## config.mk

```make
export PLATFORM = sky130hd
export DESIGN_NAME = hmsel_top
export DESIGN_NICKNAME = d
export VERILOG_FILES = /design/src/logic/hmsel_pkg.sv /design/src/logic/hmsel_sync_if.sv /design/src/logic/hmsel_sync.sv /design/src/logic/hmsel_top.sv
export VERILOG_INCLUDE_DIRS = /design/src /design/src/logic
export SDC_FILE = /design/constraint.sdc
export NUM_CORES = 1
export LEC_CHECK = 0
export BUFFER_PORTS_ARGS = -buffer_cell sky130_fd_sc_hd__buf_4
export CAP_MARGIN = 20
export CORE_ASPECT_RATIO = 0.75
export CORE_MARGIN = 2
export CORE_UTILIZATION = 48
export DETAILED_ROUTE_END_ITERATION = 16
export PLACE_DENSITY = 0.84
export SLEW_MARGIN = 10
export SYNTH_ARGS = -nofsm -noshare
export SYNTH_HDL_FRONTEND = slang
export SYNTH_HIERARCHICAL = 1
export SYNTH_SLANG_ARGS = --single-unit
```

## constraint.sdc

```tcl
create_clock -name aclk -period 2.99 [get_ports aclk]
set_input_delay 0.299 -clock aclk [delete_from_list [all_inputs] [get_ports aclk]]
set_output_delay 0.299 -clock aclk [all_outputs]
set_load 0.02 [all_outputs]
```

## src/logic/hmsel_params.svh

```systemverilog
// constants of the host interface mode select register block
`ifndef HMSEL_PARAMS_SVH
`define HMSEL_PARAMS_SVH

// register offsets (byte addresses on the 8-bit bus address)
`define HMSEL_ADDR_W 8
`define HMSEL_MODE_OFS 8'h00
`define HMSEL_STAT_OFS 8'h04

// field layout of the mode and status registers
`define HMSEL_MODE_W 3
`define HMSEL_MODE_LSB 0
`define HMSEL_MODE_RST 3'h0
`define HMSEL_STAT_LOADED_BIT 8

// host mode codes
`define HMSEL_CODE_NONE0 3'h0
`define HMSEL_CODE_EPROM 3'h1
`define HMSEL_CODE_MUX 3'h2
`define HMSEL_CODE_INTEL 3'h3
`define HMSEL_CODE_MOTO 3'h4
`define HMSEL_CODE_SERIAL 3'h5

// one-hot select positions and width
`define HMSEL_SEL_W 5
`define HMSEL_SEL_EPROM 0
`define HMSEL_SEL_MUX 1
`define HMSEL_SEL_INTEL 2
`define HMSEL_SEL_MOTO 3
`define HMSEL_SEL_SERIAL 4

// cycles after reset release before the synchronised straps are trusted
`define HMSEL_LOAD_WAIT 2'h2

// bus responses
`define HMSEL_RESP_OKAY 2'h0
`define HMSEL_RESP_SLVERR 2'h2

`endif

```

## src/logic/hmsel_pkg.sv

```systemverilog
// types shared by the host interface mode select block
package hmsel_pkg;
  `include "hmsel_params.svh"

  // host protocol selected by the mode field
  typedef enum logic [2:0] {
    HMSEL_M_UNUSED = `HMSEL_CODE_NONE0,
    HMSEL_M_EPROM = `HMSEL_CODE_EPROM,
    HMSEL_M_MUX = `HMSEL_CODE_MUX,
    HMSEL_M_INTEL = `HMSEL_CODE_INTEL,
    HMSEL_M_MOTO = `HMSEL_CODE_MOTO,
    HMSEL_M_SERIAL = `HMSEL_CODE_SERIAL
  } hmsel_mode_t;

  // complete state of the register block
  typedef struct packed {
    logic [1:0] load_cnt;
    logic loaded;
    logic [2:0] mode;
    logic [2:0] strap;
    logic [`HMSEL_SEL_W-1:0] sel;
    logic aw_rdy;
    logic w_rdy;
    logic aw_got;
    logic w_got;
    logic [`HMSEL_ADDR_W-1:0] waddr;
    logic [2:0] wdata;
    logic wlane;
    logic bvalid;
    logic [1:0] bresp;
    logic ar_rdy;
    logic rvalid;
    logic [1:0] rresp;
    logic [31:0] rdata;
  } hmsel_state_t;
endpackage : hmsel_pkg

```

## src/logic/hmsel_sync_if.sv

```systemverilog
// carrier between the strap pins and their synchroniser
`timescale 1ns/100ps
interface hmsel_sync_if #(
  parameter int W = 3
);
  logic [W-1:0] raw;
  logic [W-1:0] sync;
  modport dut (input raw, output sync);
  modport user (output raw, input sync);
endinterface : hmsel_sync_if

```

## src/logic/hmsel_sync.sv

```systemverilog
// two-flop synchroniser for the host mode strap pins
`timescale 1ns/100ps
module hmsel_sync #(
  parameter int W = 3
) (
  input wire logic aclk, // register clock
  input wire logic aresetn, // synchronous reset, active low
  hmsel_sync_if.dut s // raw pins in, synchronised levels out
);
  typedef struct packed {
    logic [W-1:0] meta;
    logic [W-1:0] stable;
  } hmsel_sync_st_t;

  hmsel_sync_st_t st_reg;
  hmsel_sync_st_t st_next;

  // first stage feeds only the second stage
  always_comb begin
    st_next = st_reg;
    st_next.meta = s.raw;
    st_next.stable = st_reg.meta;
  end

  // reset to constants; the pins are caught only after release
  always_ff @(posedge aclk) begin
    if (!aresetn) begin
      st_reg <= '0;
    end else begin
      st_reg <= st_next;
    end
  end

  assign s.sync = st_reg.stable;
endmodule : hmsel_sync

```

## src/logic/hmsel_top.sv

```systemverilog
// host interface mode select register with an AXI4-Lite slave
//
// What this block does
// after reset, copy the three strap pins into mode bits; bits 7..3 read zero.
// software writes to the mode register take effect only while in boot-from-EPROM mode.
// mode code 001 selects EPROM boot, 010 selects multiplexed address/data host port.
// code 011 Intel-style, 100 Motorola-style, 101 serial; 000, 110, 111 select nothing.
// once loaded, strap pin changes are ignored; only a register write changes mode.
//
// Local design decisions: the AXI4-Lite interface to the registers and the register addresses.
`timescale 1ns/100ps
`include "hmsel_params.svh"
module hmsel_top
  import hmsel_pkg::*;
(
  input wire logic aclk, // register clock, 125 MHz
  input wire logic aresetn, // synchronous reset, active low
  input wire logic [2:0] strap_pins, // host mode strap pins, asynchronous
  input wire logic [`HMSEL_ADDR_W-1:0] s_axi_awaddr, // write address
  input wire logic s_axi_awvalid, // write address valid
  output logic s_axi_awready, // write address ready
  input wire logic [31:0] s_axi_wdata, // write data
  input wire logic [3:0] s_axi_wstrb, // write byte strobes
  input wire logic s_axi_wvalid, // write data valid
  output logic s_axi_wready, // write data ready
  output logic [1:0] s_axi_bresp, // write response
  output logic s_axi_bvalid, // write response valid
  input wire logic s_axi_bready, // write response ready
  input wire logic [`HMSEL_ADDR_W-1:0] s_axi_araddr, // read address
  input wire logic s_axi_arvalid, // read address valid
  output logic s_axi_arready, // read address ready
  output logic [31:0] s_axi_rdata, // read data
  output logic [1:0] s_axi_rresp, // read response
  output logic s_axi_rvalid, // read data valid
  input wire logic s_axi_rready, // read data ready
  output logic [2:0] host_mode, // current host mode field
  output logic mode_valid, // high once the straps have been loaded
  output logic [`HMSEL_SEL_W-1:0] iface_sel // one-hot host protocol select
);

  ////////////////////////////////////////////////////////////////////////////
  // strap synchroniser

  hmsel_sync_if #(.W(3)) strap_if ();

  assign strap_if.raw = strap_pins;

  hmsel_sync #(
    .W(3)
  ) u_strap_sync (
    .aclk(aclk),
    .aresetn(aresetn),
    .s(strap_if)
  );

  ////////////////////////////////////////////////////////////////////////////
  // state and handshake terms

  hmsel_state_t st_reg;
  hmsel_state_t st_next;

  logic aw_hs;
  logic w_hs;
  logic ar_hs;
  logic wr_fire;
  logic [`HMSEL_ADDR_W-1:0] wa_sel;
  logic [2:0] wd_sel;
  logic wl_sel;

  // a channel moves on the edge where valid meets our ready
  assign aw_hs = s_axi_awvalid & st_reg.aw_rdy;
  assign w_hs = s_axi_wvalid & st_reg.w_rdy;
  assign ar_hs = s_axi_arvalid & st_reg.ar_rdy;

  // address and data of a write, taken from the port when they arrive this cycle
  assign wa_sel = aw_hs ? s_axi_awaddr : st_reg.waddr;
  assign wd_sel = w_hs ? s_axi_wdata[2:0] : st_reg.wdata;
  assign wl_sel = w_hs ? s_axi_wstrb[0] : st_reg.wlane;

  ////////////////////////////////////////////////////////////////////////////
  // next-state logic

  always_comb begin
    st_next = st_reg;
    wr_fire = 1'b0;
    if (!st_reg.loaded) begin
      // hold the bus off until the synchroniser holds the released pins
      if (st_reg.load_cnt == `HMSEL_LOAD_WAIT) begin
        st_next.loaded = 1'b1;
        st_next.mode = strap_if.sync;
        st_next.strap = strap_if.sync;
        st_next.aw_rdy = 1'b1;
        st_next.w_rdy = 1'b1;
        st_next.ar_rdy = 1'b1;
      end else begin
        st_next.load_cnt = st_reg.load_cnt + 2'h1;
      end
    end else begin
      // write address and data are taken in either order
      if (aw_hs) begin
        st_next.aw_rdy = 1'b0;
        st_next.aw_got = 1'b1;
        st_next.waddr = s_axi_awaddr;
      end
      if (w_hs) begin
        st_next.w_rdy = 1'b0;
        st_next.w_got = 1'b1;
        st_next.wdata = s_axi_wdata[2:0];
        st_next.wlane = s_axi_wstrb[0];
      end
      // both halves present: perform the write and raise the response
      if ((st_reg.aw_got | aw_hs) && (st_reg.w_got | w_hs)) begin
        st_next.aw_got = 1'b0;
        st_next.w_got = 1'b0;
        st_next.bvalid = 1'b1;
        st_next.bresp = `HMSEL_RESP_OKAY;
        if (wa_sel == `HMSEL_MODE_OFS) begin
          // outside EPROM mode the write is answered but dropped, so the
          // protocol cannot be switched away from a live processor port
          if (wl_sel && (st_reg.mode == `HMSEL_CODE_EPROM)) begin
            st_next.mode = wd_sel;
            wr_fire = 1'b1;
          end
        end else if (wa_sel != `HMSEL_STAT_OFS) begin
          st_next.bresp = `HMSEL_RESP_SLVERR;
        end
      end
      // response taken: reopen both write channels
      if (st_reg.bvalid && s_axi_bready) begin
        st_next.bvalid = 1'b0;
        st_next.aw_rdy = 1'b1;
        st_next.w_rdy = 1'b1;
      end
      // read: one outstanding, answered on the next edge
      if (ar_hs) begin
        st_next.ar_rdy = 1'b0;
        st_next.rvalid = 1'b1;
        st_next.rresp = `HMSEL_RESP_OKAY;
        st_next.rdata = 32'h0000_0000;
        if (s_axi_araddr == `HMSEL_MODE_OFS) begin
          st_next.rdata[`HMSEL_MODE_LSB +: `HMSEL_MODE_W] = st_reg.mode;
        end else if (s_axi_araddr == `HMSEL_STAT_OFS) begin
          st_next.rdata[`HMSEL_MODE_LSB +: `HMSEL_MODE_W] = st_reg.strap;
          st_next.rdata[`HMSEL_STAT_LOADED_BIT] = st_reg.loaded;
        end else begin
          st_next.rresp = `HMSEL_RESP_SLVERR;
        end
      end
      if (st_reg.rvalid && s_axi_rready) begin
        st_next.rvalid = 1'b0;
        st_next.ar_rdy = 1'b1;
      end
    end
    // decode the field into a protocol select; unused codes select nothing
    st_next.sel = '0;
    case (st_next.mode)
      `HMSEL_CODE_EPROM: begin
        st_next.sel[`HMSEL_SEL_EPROM] = 1'b1;
      end
      `HMSEL_CODE_MUX: begin
        st_next.sel[`HMSEL_SEL_MUX] = 1'b1;
      end
      `HMSEL_CODE_INTEL: begin
        st_next.sel[`HMSEL_SEL_INTEL] = 1'b1;
      end
      `HMSEL_CODE_MOTO: begin
        st_next.sel[`HMSEL_SEL_MOTO] = 1'b1;
      end
      `HMSEL_CODE_SERIAL: begin
        st_next.sel[`HMSEL_SEL_SERIAL] = 1'b1;
      end
      default: begin
        st_next.sel = '0;
      end
    endcase
  end

  ////////////////////////////////////////////////////////////////////////////
  // state register

  // every ready stays low in reset; the mode field resets to zero
  always_ff @(posedge aclk) begin
    if (!aresetn) begin
      st_reg <= '0;
    end else begin
      st_reg <= st_next;
    end
  end

  ////////////////////////////////////////////////////////////////////////////
  // outputs, all straight from the state register

  assign s_axi_awready = st_reg.aw_rdy;
  assign s_axi_wready = st_reg.w_rdy;
  assign s_axi_bvalid = st_reg.bvalid;
  assign s_axi_bresp = st_reg.bresp;
  assign s_axi_arready = st_reg.ar_rdy;
  assign s_axi_rvalid = st_reg.rvalid;
  assign s_axi_rresp = st_reg.rresp;
  assign s_axi_rdata = st_reg.rdata;
  assign host_mode = st_reg.mode;
  assign mode_valid = st_reg.loaded;
  assign iface_sel = st_reg.sel;

  ////////////////////////////////////////////////////////////////////////////
  // assertions

  // the straps land in the field three edges after reset release
  a_strap_load_time: assert property (@(posedge aclk) disable iff (!aresetn)
    $rose(aresetn) |-> !mode_valid ##2 !mode_valid ##1 mode_valid)
    else $error("mode not loaded three cycles after reset release");

  // the loaded value is the synchronised strap level
  a_strap_load_value: assert property (@(posedge aclk) disable iff (!aresetn)
    $rose(mode_valid) |-> host_mode == $past(strap_if.sync))
    else $error("loaded mode differs from strap level");

  // the upper read bits of the mode register are zero
  a_mode_upper_zero: assert property (@(posedge aclk) disable iff (!aresetn)
    (ar_hs && s_axi_araddr == `HMSEL_MODE_OFS)
      |=> s_axi_rvalid && s_axi_rdata[31:3] == 29'h0 && s_axi_rdata[2:0] == $past(host_mode))
    else $error("mode read returned wrong data");

  // a write takes effect only from EPROM mode, and lands next edge
  a_write_gate: assert property (@(posedge aclk) disable iff (!aresetn)
    wr_fire |-> host_mode == `HMSEL_CODE_EPROM ##1 host_mode == $past(wd_sel))
    else $error("mode write not gated by EPROM mode");

  // a mode write outside EPROM mode leaves the field alone
  a_write_drop: assert property (@(posedge aclk) disable iff (!aresetn)
    ($rose(s_axi_bvalid) && $past(host_mode) != `HMSEL_CODE_EPROM) |-> $stable(host_mode))
    else $error("mode changed outside EPROM mode");

  // EPROM and multiplexed codes decode to their selects
  a_decode_low: assert property (@(posedge aclk) disable iff (!aresetn)
    (host_mode == `HMSEL_CODE_EPROM |-> iface_sel == 5'h01)
    and (host_mode == `HMSEL_CODE_MUX |-> iface_sel == 5'h02))
    else $error("EPROM or multiplexed select wrong");

  // parallel and serial codes decode; unused codes select nothing
  a_decode_high: assert property (@(posedge aclk) disable iff (!aresetn)
    (host_mode == `HMSEL_CODE_INTEL |-> iface_sel == 5'h04)
    and (host_mode == `HMSEL_CODE_MOTO |-> iface_sel == 5'h08)
    and (host_mode == `HMSEL_CODE_SERIAL |-> iface_sel == 5'h10)
    and (host_mode == `HMSEL_CODE_NONE0 |-> iface_sel == 5'h00)
    and (host_mode > `HMSEL_CODE_SERIAL |-> iface_sel == 5'h00))
    else $error("parallel, serial or unused select wrong");

  // after loading, only a register write moves the field
  a_strap_ignored: assert property (@(posedge aclk) disable iff (!aresetn)
    (mode_valid && !wr_fire) |=> $stable(host_mode))
    else $error("mode changed without a register write");

  // every read address is answered on the next edge
  a_read_answer: assert property (@(posedge aclk) disable iff (!aresetn)
    ar_hs |=> s_axi_rvalid && !s_axi_arready)
    else $error("read not answered in one cycle");

  // nothing is offered or valid at the first edge after release
  a_reset_quiet: assert property (@(posedge aclk) disable iff (!aresetn)
    $rose(aresetn) |-> !s_axi_awready && !s_axi_wready && !s_axi_arready
      && !s_axi_bvalid && !s_axi_rvalid && !mode_valid && host_mode == 3'h0)
    else $error("outputs not idle after reset release");

  // the bus stays closed until the straps have been loaded
  a_bus_held_off: assert property (@(posedge aclk) disable iff (!aresetn)
    !mode_valid |-> !s_axi_awready && !s_axi_wready && !s_axi_arready)
    else $error("bus ready before strap load");

  // once loaded, the field stays valid until the next reset
  a_valid_stays: assert property (@(posedge aclk) disable iff (!aresetn)
    mode_valid |=> mode_valid)
    else $error("mode valid dropped without reset");

  // the captured strap copy never moves after loading
  a_strap_frozen: assert property (@(posedge aclk) disable iff (!aresetn)
    mode_valid |=> $stable(st_reg.strap))
    else $error("captured strap value changed");

  // at most one protocol is selected at a time
  a_sel_onehot: assert property (@(posedge aclk) disable iff (!aresetn)
    $onehot0(iface_sel))
    else $error("more than one protocol selected");

  // address and data together give a response on the next edge
  a_write_answer: assert property (@(posedge aclk) disable iff (!aresetn)
    (aw_hs && w_hs) |=> s_axi_bvalid && !s_axi_awready && !s_axi_wready)
    else $error("write not answered in one cycle");

  // a taken write response reopens both write channels
  a_write_reopen: assert property (@(posedge aclk) disable iff (!aresetn)
    (s_axi_bvalid && s_axi_bready) |=> !s_axi_bvalid && s_axi_awready && s_axi_wready)
    else $error("write channels not reopened");

  // a taken read response reopens the read address channel
  a_read_reopen: assert property (@(posedge aclk) disable iff (!aresetn)
    (s_axi_rvalid && s_axi_rready) |=> !s_axi_rvalid && s_axi_arready)
    else $error("read channel not reopened");

  // status read shows the loaded flag and zeros outside its fields
  a_status_read: assert property (@(posedge aclk) disable iff (!aresetn)
    (ar_hs && s_axi_araddr == `HMSEL_STAT_OFS)
      |=> s_axi_rdata[31:9] == 23'h0 && s_axi_rdata[8] && s_axi_rdata[7:3] == 5'h00)
    else $error("status read returned wrong data");

  // an unmapped read is refused with zero data
  a_read_unmapped: assert property (@(posedge aclk) disable iff (!aresetn)
    (ar_hs && s_axi_araddr != `HMSEL_MODE_OFS && s_axi_araddr != `HMSEL_STAT_OFS)
      |=> s_axi_rresp == `HMSEL_RESP_SLVERR && s_axi_rdata == 32'h0000_0000)
    else $error("unmapped read not refused");

endmodule : hmsel_top

```

; ---- After elaboration in Yosys (flattened, before gate mapping)
; Index checks and enable logic that the tools add are counted.
[op_classes]
reduce_logical = 23
eq_ne = 12
mux = 36
n_addsub = 1
bitwise = 7
[ops]
columns = op, count
row1 = 2-to-1 mux 36 bit, 1
row2 = 2-to-1 mux 3 bit, 8
row3 = AND reduction 2 bit, 12
row4 = 2-to-1 mux 2 bit, 9
row5 = zero test 8 bit, 2
row6 = 2-to-1 mux 1 bit, 16
row7 = nonzero test 2 bit, 5
row8 = inequality test 3 x 1 -> 1 bit (second input constant), 3
row9 = == test 8 x 3 -> 1 bit (second input constant), 1
row10 = 2-to-1 mux 8 bit, 1
row11 = inequality test 8 x 3 -> 1 bit (second input constant), 1
row12 = 2-to-1 mux 7 bit, 1
row13 = == test 3 x 1 -> 1 bit (second input constant), 2
row14 = == test 3 x 2 -> 1 bit (second input constant), 2
row15 = == test 3 bit (second input constant), 2
row16 = logical AND 1 bit, 4
row17 = AND 1 bit, 3
row18 = adder 2 x 1 -> 2 bit (second input constant), 1
row19 = == test 2 bit (second input constant), 1
row20 = inverter 1 bit, 2
row21 = bitwise OR 1 bit, 2
[word_totals]
in_bits = 62
regBits = 47
out_inout_bits = 50
word_cells = 99

; ---- Longest topological paths before layout
; Gate-level depths: netlist of the first run.
[depth]
ltp_word = 9
mapped_depth = 7
ltp_nobuf = 7

; ---- Cells and area by module
; Netlist of the first run, hierarchy kept.
[modules_own_cells]
columns = mod, area_each_um2, seq_area_each_um2, n_inst, cells_each
row1 = hmsel_top, 2005.7, 780.7, 1, 233
row2 = hmsel_sync, 157.7, 120.1, 1, 12

; ---- Worst setup path before layout of the first run
; OpenSTA, ideal clock, no wires.
[synth_path]
path_kind = register to register
startpoint = register st_reg (netlist bit s_axi_wready)
endpoint = register st_reg (netlist bit iface_sel[1])
setup_time_ns = 0.087
path_stages_with_launch = 7
arrival_ns = 1.601
path_buffers = 1
t_required_ns = 2.903
setup_slack_ns = 1.301
synth_period_minus_slack_ns = 1.689
cell_sequence = dfxtp_1 > and2_1 > buf_2 > mux2_1 > nand2_1 > o31ai_4 > nor4b_2
[synth_between]
elab_chain_len = 9
word_cells_on_any_way = 12
cone_classes = 1 x eq/ne / 7 x mux / 2 x bitwise / 2 x reduce/logical
[synth_rtl]
columns = item, line
row1 = "start, declared", hmsel_top.sv:59  ; hmsel_state_t st_reg;
row2 = "start signal, assigned", hmsel_top.sv:186  ; st_reg <= st_next;
row3 = AND 1 bit (*), hmsel_top.sv:72  ; assign w_hs = s_axi_wvalid & st_reg.w_rdy;
row4 = 2-to-1 mux 1 bit, hmsel_top.sv:78  ; assign wl_sel = w_hs ? s_axi_wstrb[0] : st_reg.wlane;
row5 = logical AND 1 bit, hmsel_top.sv:120  ; if (wl_sel && (st_reg.mode == `HMSEL_CODE_EPROM)) begin
row6 = 2-to-1 mux 3 bit, hmsel_top.sv:120
row7 = 2-to-1 mux 3 bit, hmsel_top.sv:117  ; if (wa_sel == `HMSEL_MODE_OFS) begin
row8 = 2-to-1 mux 3 bit (*), hmsel_top.sv:112  ; if ((st_reg.aw_got | aw_hs) && (st_reg.w_got | w_hs)) begin
row9 = 2-to-1 mux 3 bit (*), hmsel_top.sv:86  ; if (!st_reg.loaded) begin
row10 = == test 3 x 2 -> 1 bit (*), hmsel_top.sv:156  ; case (st_next.mode)
row11 = 2-to-1 mux 1 bit (*), hmsel_top.sv:156
; Every way passes the cells marked *; elsewhere a longest branch is shown, timed or not.
; A chain may end at the register's enable or synchronous reset.

; ---- Worst setup path after layout of the first run
[layout_path]
startpoint = register st_reg (netlist bit mode_valid)
endpoint = register st_reg (netlist bit iface_sel[3])
[layout_between]
elab_chain_len = 3
[layout_rtl]
columns = item, line
row1 = 2-to-1 mux 3 bit, hmsel_top.sv:86
row2 = == test 3 bit, hmsel_top.sv:156
row3 = 2-to-1 mux 1 bit, hmsel_top.sv:156
; No other way between the ends.

==> impl_metrics.ini, run 1 <==
[finish]
fin_area_um2 = 2470
instances_no_fill = 337
fraction_of_final_layout_cells_sized_beyond_drive_strength_1_pct = 23.9
flow.area_growth_from_synthesis_pct = 14.2
final_nets = 342
largest_register_ff_count = 19
antenna_cells = 0

[power]
power-per-cell-area_nw_per_um2 = 606
power_frac_seq_pct = 46.6
cellLeakagePower_nw = 1.09
internal_power_w = 0.00105
sw_frac_of_total_pct = 30.0
power.total_w = 0.00150
p_switching_w = 0.000450
irDropWorstVdd_mv = 0.240
share_comb_of_total_power_pct = 22.2
clockPowerShare_pct = 31.2

[job]
timing.max_cap.violations = 0

[synth]
netlist_area_um2 = 2160
ys_ff_latch = 45
synth-warning-count = 6
synth_top_flop_cell = sky130_fd_sc_hd__dfxtp_1
synthDistinctLibCells = 40
sequential_element_share_of_the_synthesized_area_pct = 41.6
async_flop_share_pct = 0
synth_edf_count = 0
synth_cells = 245
syn_avg_cell_area_um2 = 8.83

[timing]
clock-skew-final_ns = 0.00936
final_max_slew_viol_count = 0
unrepaired_setup_endpoints_after_global_routing = false
period_share_pct = 62.2
tightest_slew_ns = 0.966
fmax_mhz = 537
worst_slew_margin_rel_pct = 35.5
report.final.setup_viol = 0
setup_tns_ns = 0
hold_viol_final = 0
finalWorstPathRequiredPeriod_ns = 1.86

[floorplan]
die-height_um = 62.1
ios = 112
design.die.area_um2 = 5070
floorplan.initialDensity_pct = 49.3
floorplan.core_area_um2 = 4390
floorplan.rows = 21
die_width_um = 81.5

[clocking]
path_clk_slew_ns = 0.08
clock_sink_count = 45
post-cts-setup-buffers = 0
cts.path.max_buffers = 2
cts.repair.resized = 0
clk_root_buffer_cell = sky130_fd_sc_hd__clkbuf_8
clock_tree_from_tritoncts = done
cts_hold_bufs = 0
cts_inserted_buffers = 5
clock_insertion_delay_worst_skew_ns = 0.30
cts-htree-levels = 2

[detailed_routing]
viasPerCell = 4.91
dr_total_vias = 1656
drt-pass1-iter-count = 5
drc = 0
routed_wirelength_um = 4040
dr.first_iter.drc_count = 101
final_antenna_net_count = 0
detail_route.wl_per_cell_um = 12.0

[placed_design]
post-place-cells = 329
place.detailed.hpwl_um = 3090
gp_routability_congestion = 0.830
port-buffer-count = 49
dpl_cell_area_um2 = 2350

[setup_path]
timing.critical_path.cells = nor2b_1 -> nand2_1 -> a21boi_1 -> o31ai_4 -> nor4b_2
timing.critical_path.required_ns = 3.19
crit_path_max_fanout = 20
critPathLaunchType = register
timing.critical_path.slowest_cell_delay_ns = 0.71
worst-endpoint-arrival_ns = 2.06
worst_path_max_delay_cell = sky130_fd_sc_hd__dfxtp_1
worstSetupEndpointType = register
timing.setup.critical_path_class = reg2reg

[global_route]
global_route.usage.total_pct = 16.7
gr-total-overflow = 0
grt_first_pass_wirelength_um = 6550
grt_start_max_net_pins = 31
vias_in_the_first_global_route = 1463
number_of_antenna_violations_at_the_first_check_in_global_routing = 0

[outcome]
outcome = finished clean

[hold_path]
hold_class = in2reg
==> final timing paths <==
| kind | start | to | slack [ns] | depth (start not counted) |
|---|---|---|---|---|
| setup / recovery | mode_valid | iface_sel[3] | 1.13 | 5 |
| hold / removal | strap_pins[2] | u_strap_sync/st_next[2] | 0.21 | 2 |
| setup reg to reg | mode_valid | iface_sel[3] | 1.13 | 5 |
| hold reg to reg | u_strap_sync/st_next[0] | u_strap_sync/s.sync[0] | 0.43 | 1 |
==> cell usage in the layout (no fill, tap or decap), drive strengths merged, types with 2 or more instances in the layout <==
cell type,n
nor4,3
and3,3
a21oi,15
nand2b,3
clkbuf,7
buf,49
conb,30
nor3,3
nor2,18
o31ai,4
and2,10
mux2,4
a31oi,2
dfxtp,45
nand3,6
nor3b,3
inv,4
a22oi,4
nand2,35
or3,2
a21boi,2
o21ai,7
nor4b,2
mux2i,7
==> logic make-up (layout without fill, tap and decap cells) <==
logic type,count (synthesis),after routing,synth area share [%]
simple gates,90,90,21.0
buf+inv,55,61,17.2
flops,45,45,41.6
compound gates,41,41,13.6
mux,11,11,5.32
fa+ha+maj,1,1,0.578
other cells,1,30,0.173
xor+xnor,1,1,0.405
==> power groups by stage <==
stage | combinational, W | clock (W) | sequential (W)
2_1_floorplan | 0.000258 | 0 | 0.000707
5_1_grt | 0.000366 | 0.000504 | 0.000706
6_report | 0.000333 | 0.000467 | 0.000697
3_5_place_dp | 0.000333 | 0 | 0.000710
4_1_cts | 0.000333 | 0.000476 | 0.000696
3_3_place_gp | 0.000322 | 0 | 0.000708
==> worst max-delay path, delay by kind of cell, from the launching register on <==
family          cells  cell delay [ns]
compound gates      2             0.42
flops               1             0.71
simple gates        3             0.63
==> metrics by stage <==
step                worst slack (ns)  utilization (%)  hold slack [ns]
floorplan                       1.30                -            0.412
global placement                1.11             53.6            0.417
detailed placement              1.04             53.6            0.423
CTS                             1.11             56.3            0.202
global route                   0.973             56.3            0.202
finish                          1.13             56.3            0.210
==> synthesized netlist by cell type, types with 4 or more instances <==
cell | instances | area (um2)
sky130_fd_sc_hd__mux2i_1 | 7 | 70.1
sky130_fd_sc_hd__o21ai_0 | 6 | 30.0
sky130_fd_sc_hd__buf_4 | 44 | 330
sky130_fd_sc_hd__a22oi_1 | 4 | 30.0
sky130_fd_sc_hd__nor2_1 | 18 | 67.6
sky130_fd_sc_hd__dfxtp_1 | 45 | 901
sky130_fd_sc_hd__inv_1 | 4 | 15.0
sky130_fd_sc_hd__clkbuf_1 | 6 | 22.5
sky130_fd_sc_hd__a21oi_1 | 15 | 75.1
sky130_fd_sc_hd__nand3_1 | 6 | 30.0
sky130_fd_sc_hd__nand2_1 | 35 | 131
sky130_fd_sc_hd__and2_1 | 10 | 62.6
==> cell type report <==
cell class                 instances  area (um2)
sequential                        45         901
multi-input combinational        174         998
tap                               57        71.3
inverter                           4        15.0
clock buffer                       7        86.3
timing repair buffer              49         368
clock inverter                     1        30.0
fill                             399        1920
==> routing by layer <==
layer / share of wire (%) / GRT usage (%)
met5: 0 / 0
met4: 1.6 / 8.05
met3: 6.5 / 4.94
met2: 45 / 25.0
met1: 47 / 21.8
Note: power is estimated with default switching activity, not from simulation.
==> inputs of run 2 (changes only) <==
CORE_UTILIZATION = 41   (was 48)
PLACE_DENSITY = 0.76   (was 0.84)
clock period = 1.6 ns   (was 2.99 ns; I/O delays follow)
==> run 2 against run 1 <==
  * Global-route usage is 1.1 points lower
  * The run now ends with negative setup slack left
  * Critical path type unchanged
  * Clock power is 76% higher
  * Design area is 9.5% higher
==> impl_metrics.ini, run 2 (synthesis gave the netlist of run 1 again) <==
[outcome]
outcome = finished with violations
failed_checks = negative setup slack

[timing]
fmax_mhz = 573
tightest_slew_ns = 0.626
report.final.setup_viol = 6
finalWorstPathRequiredPeriod_ns = 1.75
hold-worst-slack_ns = 0.0624
unrepaired_setup_endpoints_after_global_routing = true
setup_tns_ns = -0.446
hold_viol_final = 0
period_share_pct = 109
clock-skew-final_ns = 0.00498
worst_slew_margin_rel_pct = 58.2
final_max_slew_viol_count = 0
fin_ws_ns = -0.146

[detailed_routing]
drc = 0
drt-pass1-iter-count = 4
routed_wirelength_um = 4400
detail_route.wl_per_cell_um = 11.9
final_antenna_net_count = 0
dr.first_iter.drc_count = 55
dr_total_vias = 1693
viasPerCell = 4.58

[hold_path]
holdPathStages = 2
min-delay-start = strap_pins[1]
worstHoldEndpoint = u_strap_sync/st_next[1]
hold_class = in2reg

[setup_path]
timing.critical_path.slowest_cell_delay_ns = 0.34
worst_path_max_delay_cell = sky130_fd_sc_hd__o31a_1
crit_path_max_fanout = 6
timing.critical_path.cells = and2_1 -> o31ai_1 -> o21ai_0 -> o31a_1 -> nor4b_2
worstSetupEndpointType = register
r2r_setup_slack_ns = -0.15
rr_worst_depth = 5
cp.buffers_inverters = 0
critical_r2r_capture = iface_sel[1]
timing.critical_path.required_ns = 1.81
worst-endpoint-arrival_ns = 1.95
r2r_start = s_axi_wready
cpLargestDelayFamily = compound AO/OA/AOI/OAI gates
critPathLaunchType = register
timing.setup.critical_path_class = reg2reg

[clocking]
clock_tree_from_tritoncts = done
cts.path.max_buffers = 2
clock_sink_count = 45
path_clk_slew_ns = 0.08
clock_insertion_delay_worst_skew_ns = 0.30
cts_hold_bufs = 0
cts-htree-levels = 2
clk_root_buffer_cell = sky130_fd_sc_hd__clkbuf_8
cts_inserted_buffers = 5

[power]
cellLeakagePower_nw = 1.20
power-per-cell-area_nw_per_um2 = 1080
irDropWorstVdd_mv = 0.499

[finish]
layout_common_cells = sky130_fd_sc_hd__buf_4 (67), sky130_fd_sc_hd__dfxtp_1 (43), sky130_fd_sc_hd__nand2_1 (33)
flow.area_growth_from_synthesis_pct = 25.0
layout.core_utilization_pct = 54.3
final_nets = 361
largest_register_ff_count = 19
fraction_of_final_layout_cells_sized_beyond_drive_strength_1_pct = 33.2
antenna_cells = 0
layout_commonest_cell = sky130_fd_sc_hd__buf_4
instances_no_fill = 370
fillCellCount = 456

[placed_design]
post-place-cells = 362
port-buffer-count = 49
place.detailed.hpwl_um = 3460
gp_routability_congestion = 0.799
placement.setup.worst_slack_ns = -0.164

[job]
timing.max_cap.violations = 0

[floorplan]
floorplan.initialDensity_pct = 43.4
die_width_um = 87.9
die-height_um = 66.9
ios = 112
floorplan.core_area_um2 = 4980
floorplan.rows = 22
design.die.area_um2 = 5880

[global_route]
vias_in_the_first_global_route = 1602
grt_start_max_net_pins = 18
gr-total-overflow = 0
grt_first_pass_wirelength_um = 7060
global_route.usage.total_pct = 15.7
number_of_antenna_violations_at_the_first_check_in_global_routing = 0
-- run 2: cell count changes in the layout (fill, tap and decap cells not counted), sizes merged --
| cell | before | now |
|---|---|---|
| clkinv | 0 | 1 |
| clkbuf | 7 | 5 |
| buf | 49 | 68 |
-- run 2: area by class of cell --
class	count	area (um2)	area share, %
inverter	4	15.0	0.555
tap	72	90.1	3.33
clock buffer	5	68.8	2.55
sequential	45	903	33.4
multi-input combinational	174	1070	39.5
timing repair buffer	68	523	19.3
clock inverter	2	35.0	1.30
-- run 2: stage by stage --
| step | area, um2 | power (W) |
|---|---|---|
| after floorplan | 2270 | 0.00181 |
| after global placement | 2520 | 0.00205 |
| after detailed placement | 2520 | 0.00207 |
| after CTS | 2680 | 0.00292 |
| after global routing | 2700 | 0.00306 |
| final | 2700 | 0.00291 |
-- run 2: worst max path at each step --
| stage | cells after the start | end | start | slack, ns |
|---|---|---|---|---|
| after floorplan | 5 | iface_sel[1] | st_reg[46] | 0.01 |
| after global placement | 6 | iface_sel[3] | s_axi_awaddr[0] | -0.14 |
| after detailed placement | 5 | iface_sel[1] | st_reg[46] | -0.16 |
| after CTS | 5 | iface_sel[1] | st_reg[46] | -0.14 |
| after global routing | 5 | iface_sel[1] | st_reg[46] | -0.22 |
| final | 5 | iface_sel[1] | s_axi_wready | -0.15 |
-- run 2: per-layer routing --
metal | GRT usage (%) | wire, um | vias to the layer above | share of wire (%)
met4 | 5.96 | 59 | 0 | 1.3
met1 | 19.7 | 2050 | 788 | 47
met3 | 3.97 | 183 | 7 | 4.2
li1 | - | - | 859 | -
met2 | 25.8 | 2110 | 39 | 48
met5 | 0 | 0 | - | 0
-- run 2: power by group --
| group | total, W | internal (W) | switching [W] | leakage (nW) |
|---|---|---|---|---|
| clock | 0.000822 | 0.000454 | 0.000369 | 0.0540 |
| combinational | 0.000817 | 0.000359 | 0.000457 | 0.781 |
| sequential | 0.00127 | 0.00121 | 0.0000663 | 0.366 |
| total | 0.00291 | 0.00202 | 0.000892 | 1.20 |
-- run 2: what timing repair did --
| action | in CTS | in global routing |
|---|---|---|
| gates resized for setup | 9 | 5 |
| endpoints found under the setup margin | 8 | 8 |
| buffers inserted | 0 | 1 |
| pin swaps | 2 | 3 |
==> inputs of run 3 (changes only) <==
CORE_UTILIZATION = 40   (was 41)
PLACE_DENSITY = 0.75   (was 0.76)
SYNTH_HIERARCHICAL = default   (was 1)
==> run 3 against run 2 <==
  * The flow still finishes with violations (negative setup slack)
  * Routed wire length down 0.95%
  * Die area up 0.74%
  * Global-route usage down 0.53 points
  * Clock skew about the same
  * Cell count up 2.4%
  * Sequential cell count unchanged
  * Critical path type unchanged
  * Critical endpoint is now iface_sel[3]
  * Largest power group unchanged
  * Highest routed layer unchanged
==> impl_metrics.ini, run 3 <==
[outcome]
outcome = finished with violations
failed_checks = negative setup slack

[finish]
antenna_cells = 0
flow.area_growth_from_synthesis_pct = 26.7
multi_input_comb_area_um2 = 977
fraction_of_final_layout_cells_sized_beyond_drive_strength_1_pct = 33.2
final_nets = 369
layout_common_cells = sky130_fd_sc_hd__buf_4 (76), sky130_fd_sc_hd__dfxtp_1 (43), sky130_fd_sc_hd__nand2_1 (32)
largest_register_ff_count = 19
fillCellCount = 492
final-seq-area_um2 = 906
layout_commonest_cell = sky130_fd_sc_hd__buf_4
instances_no_fill = 379

[timing]
unrepaired_setup_endpoints_after_global_routing = true
fin_ws_ns = -0.150
hold_viol_final = 0
hold-worst-slack_ns = 0.0634
final_max_slew_viol_count = 0
period_share_pct = 109
finalWorstPathRequiredPeriod_ns = 1.75
report.final.setup_viol = 7
fmax_mhz = 571
clock-skew-final_ns = 0.00511

[global_route]
gr-total-overflow = 0
grt_start_max_net_pins = 16
vias_in_the_first_global_route = 1544
grt_first_pass_wirelength_um = 6930
global_route.usage.total_pct = 15.1
number_of_antenna_violations_at_the_first_check_in_global_routing = 0

[synth]
synth.top_cells.by_area = sky130_fd_sc_hd__dfxtp_1 (42%), sky130_fd_sc_hd__buf_4 (16%), sky130_fd_sc_hd__nand2_1 (5.6%)
synth.cells.most_frequent = sky130_fd_sc_hd__dfxtp_1 (45), sky130_fd_sc_hd__buf_4 (44), sky130_fd_sc_hd__nand2_1 (32), sky130_fd_sc_hd__nor2_1 (25), sky130_fd_sc_hd__a21oi_1 (16)
fraction_of_post_synthesis_cell_area_in_the_top_cell_type_by_area_pct = 42.4
async_flop_share_pct = 0
netlist_area_um2 = 2130
ys_ff_latch = 45
synth-warning-count = 0
synth_cells = 244
sequential_element_share_of_the_synthesized_area_pct = 42.4
synth_top_area_cell = sky130_fd_sc_hd__dfxtp_1
synth_edf_count = 0
syn_avg_cell_area_um2 = 8.72
synthDistinctLibCells = 39
yosys.cell_count.top_type = sky130_fd_sc_hd__dfxtp_1
synth_top_flop_cell = sky130_fd_sc_hd__dfxtp_1

[floorplan]
floorplan.rows = 22
die_width_um = 88.2
ios = 112
design.die.area_um2 = 5920
floorplan.core_area_um2 = 5010
die-height_um = 67.2
floorplan.initialDensity_pct = 42.5

[detailed_routing]
final_antenna_net_count = 0
dr.first_iter.drc_count = 76
drt-pass1-iter-count = 4
dr_total_vias = 1705
viasPerCell = 4.50
routed_wirelength_um = 4360
detail_route.wl_per_cell_um = 11.5
drc = 0

[setup_path]
critPathLaunchType = register
timing.setup.critical_path_class = reg2reg
worstSetupEndpointType = register
rr_worst_depth = 5
worst-endpoint-arrival_ns = 1.97
critical_r2r_capture = iface_sel[3]
r2r_setup_slack_ns = -0.15
r2r_start = st_reg[43]
crit_path_max_fanout = 5
timing.critical_path.required_ns = 1.82

[hold_path]
hold_class = in2reg
holdPathStages = 2
min-delay-start = strap_pins[0]
worstHoldEndpoint = u_strap_sync.st_next[0]

[placed_design]
gp_routability_congestion = 0.856
post-place-cells = 370
port-buffer-count = 49
place.detailed.hpwl_um = 3400

[clocking]
clock_tree_from_tritoncts = done
path_clk_slew_ns = 0.09
clock_sink_count = 45
cts_inserted_buffers = 5
cts-htree-levels = 2
clock_insertion_delay_worst_skew_ns = 0.30
cts_hold_bufs = 0
cts.path.max_buffers = 2
clk_root_buffer_cell = sky130_fd_sc_hd__clkbuf_8

[power]
irDropWorstVdd_mv = 0.694
power-per-cell-area_nw_per_um2 = 1120
cellLeakagePower_nw = 1.28

[job]
timing.max_cap.violations = 0
==> run 3: cell count changes in the layout (fill, tap and decap cells not counted), sizes merged, moves of 2 or more <==
cell   change
o31ai      -3
nor3       +4
a31oi      -2
o21ai      -3
inv        +2
buf        +8
or3        -2
nor2       +7
nand2      -3
o221a      +2
and3       +2
==> run 3: final cells by class <==
type | count | area share (%)
multi-input combinational | 173 | 36.3
sequential | 45 | 33.6
timing repair buffer | 76 | 21.2
clock buffer | 6 | 3.48
tap | 72 | 3.34
clock inverter | 2 | 1.44
inverter | 5 | 0.696
==> run 3: layer usage <==
layer	global-route usage (%)	vias up	wire, um
li1	-	872	-
met1	20.5	782	2120
met2	23.8	46	1950
met3	4.03	5	236
met4	4.36	0	43
met5	0	-	0
==> run 3: how the worst max path moves through the flow <==
stage | startpoint | endpoint | slack (ns) | cells past startpoint
final | st_reg[43] | iface_sel[3] | -0.15 | 5
after global placement | s_axi_awaddr[0] | iface_sel[0] | -0.21 | 7
after detailed placement | s_axi_awaddr[0] | iface_sel[3] | -0.22 | 6
after CTS | st_reg[43] | iface_sel[3] | -0.13 | 5
after global routing | st_reg[43] | iface_sel[1] | -0.22 | 5
after floorplan | s_axi_awready | iface_sel[3] | -0.12 | 5
==> run 3: through the flow <==
stage / TNS, ns / utilization (%) / area, um2 / total power [W] / setup WS (ns)
after floorplan: -0.632 / - / 2240 / 0.00178 / -0.120
after global placement: -1.28 / 50.7 / 2540 / 0.00204 / -0.211
after detailed placement: -1.32 / 50.7 / 2540 / 0.00206 / -0.218
after CTS: -0.650 / 53.6 / 2690 / 0.00303 / -0.132
after global routing: -1.30 / 53.8 / 2700 / 0.00318 / -0.218
final: -0.696 / 53.8 / 2700 / 0.00303 / -0.150
==> run 3: kinds of logic after synthesis <==
group / after synthesis / share of synthesized area, %
multiplexers: 10 / 5.12
AO/OA/AOI/OAI: 36 / 12.2
XOR/XNOR: 1 / 0.412
buffers and inverters: 55 / 17.5
AND/OR/NAND/NOR: 95 / 21.7
flip-flops: 45 / 42.4
other: 1 / 0.176
adder cells (fa/ha/maj): 1 / 0.588
==> run 3: timing repair <==
| item | 4_1_cts | 5_1_grt |
|---|---|---|
| pin swaps | 1 | 1 |
| setup endpoints to repair | 8 | 8 |
| setup buffers | 1 | 0 |
| hold endpoints to repair | 0 | 0 |
| gates resized for setup | 1 | 3 |
==> run 3: power breakdown <==
part           internal, W  leakage (nW)  switching, W
Combinational     0.000384         0.850      0.000418
Clock             0.000566        0.0669      0.000396
Sequential         0.00121         0.366     0.0000589
Total              0.00216          1.28      0.000873
==> run 3: worst max-delay path, cell delays in order (launching register included) <==
cell and delay, ns:
sky130_fd_sc_hd__dfxtp_2 0.33, sky130_fd_sc_hd__nor4_1 0.25, sky130_fd_sc_hd__nand3_1 0.14, sky130_fd_sc_hd__a211o_4 0.38
sky130_fd_sc_hd__o31a_1 0.35, sky130_fd_sc_hd__nor4b_2 0.21
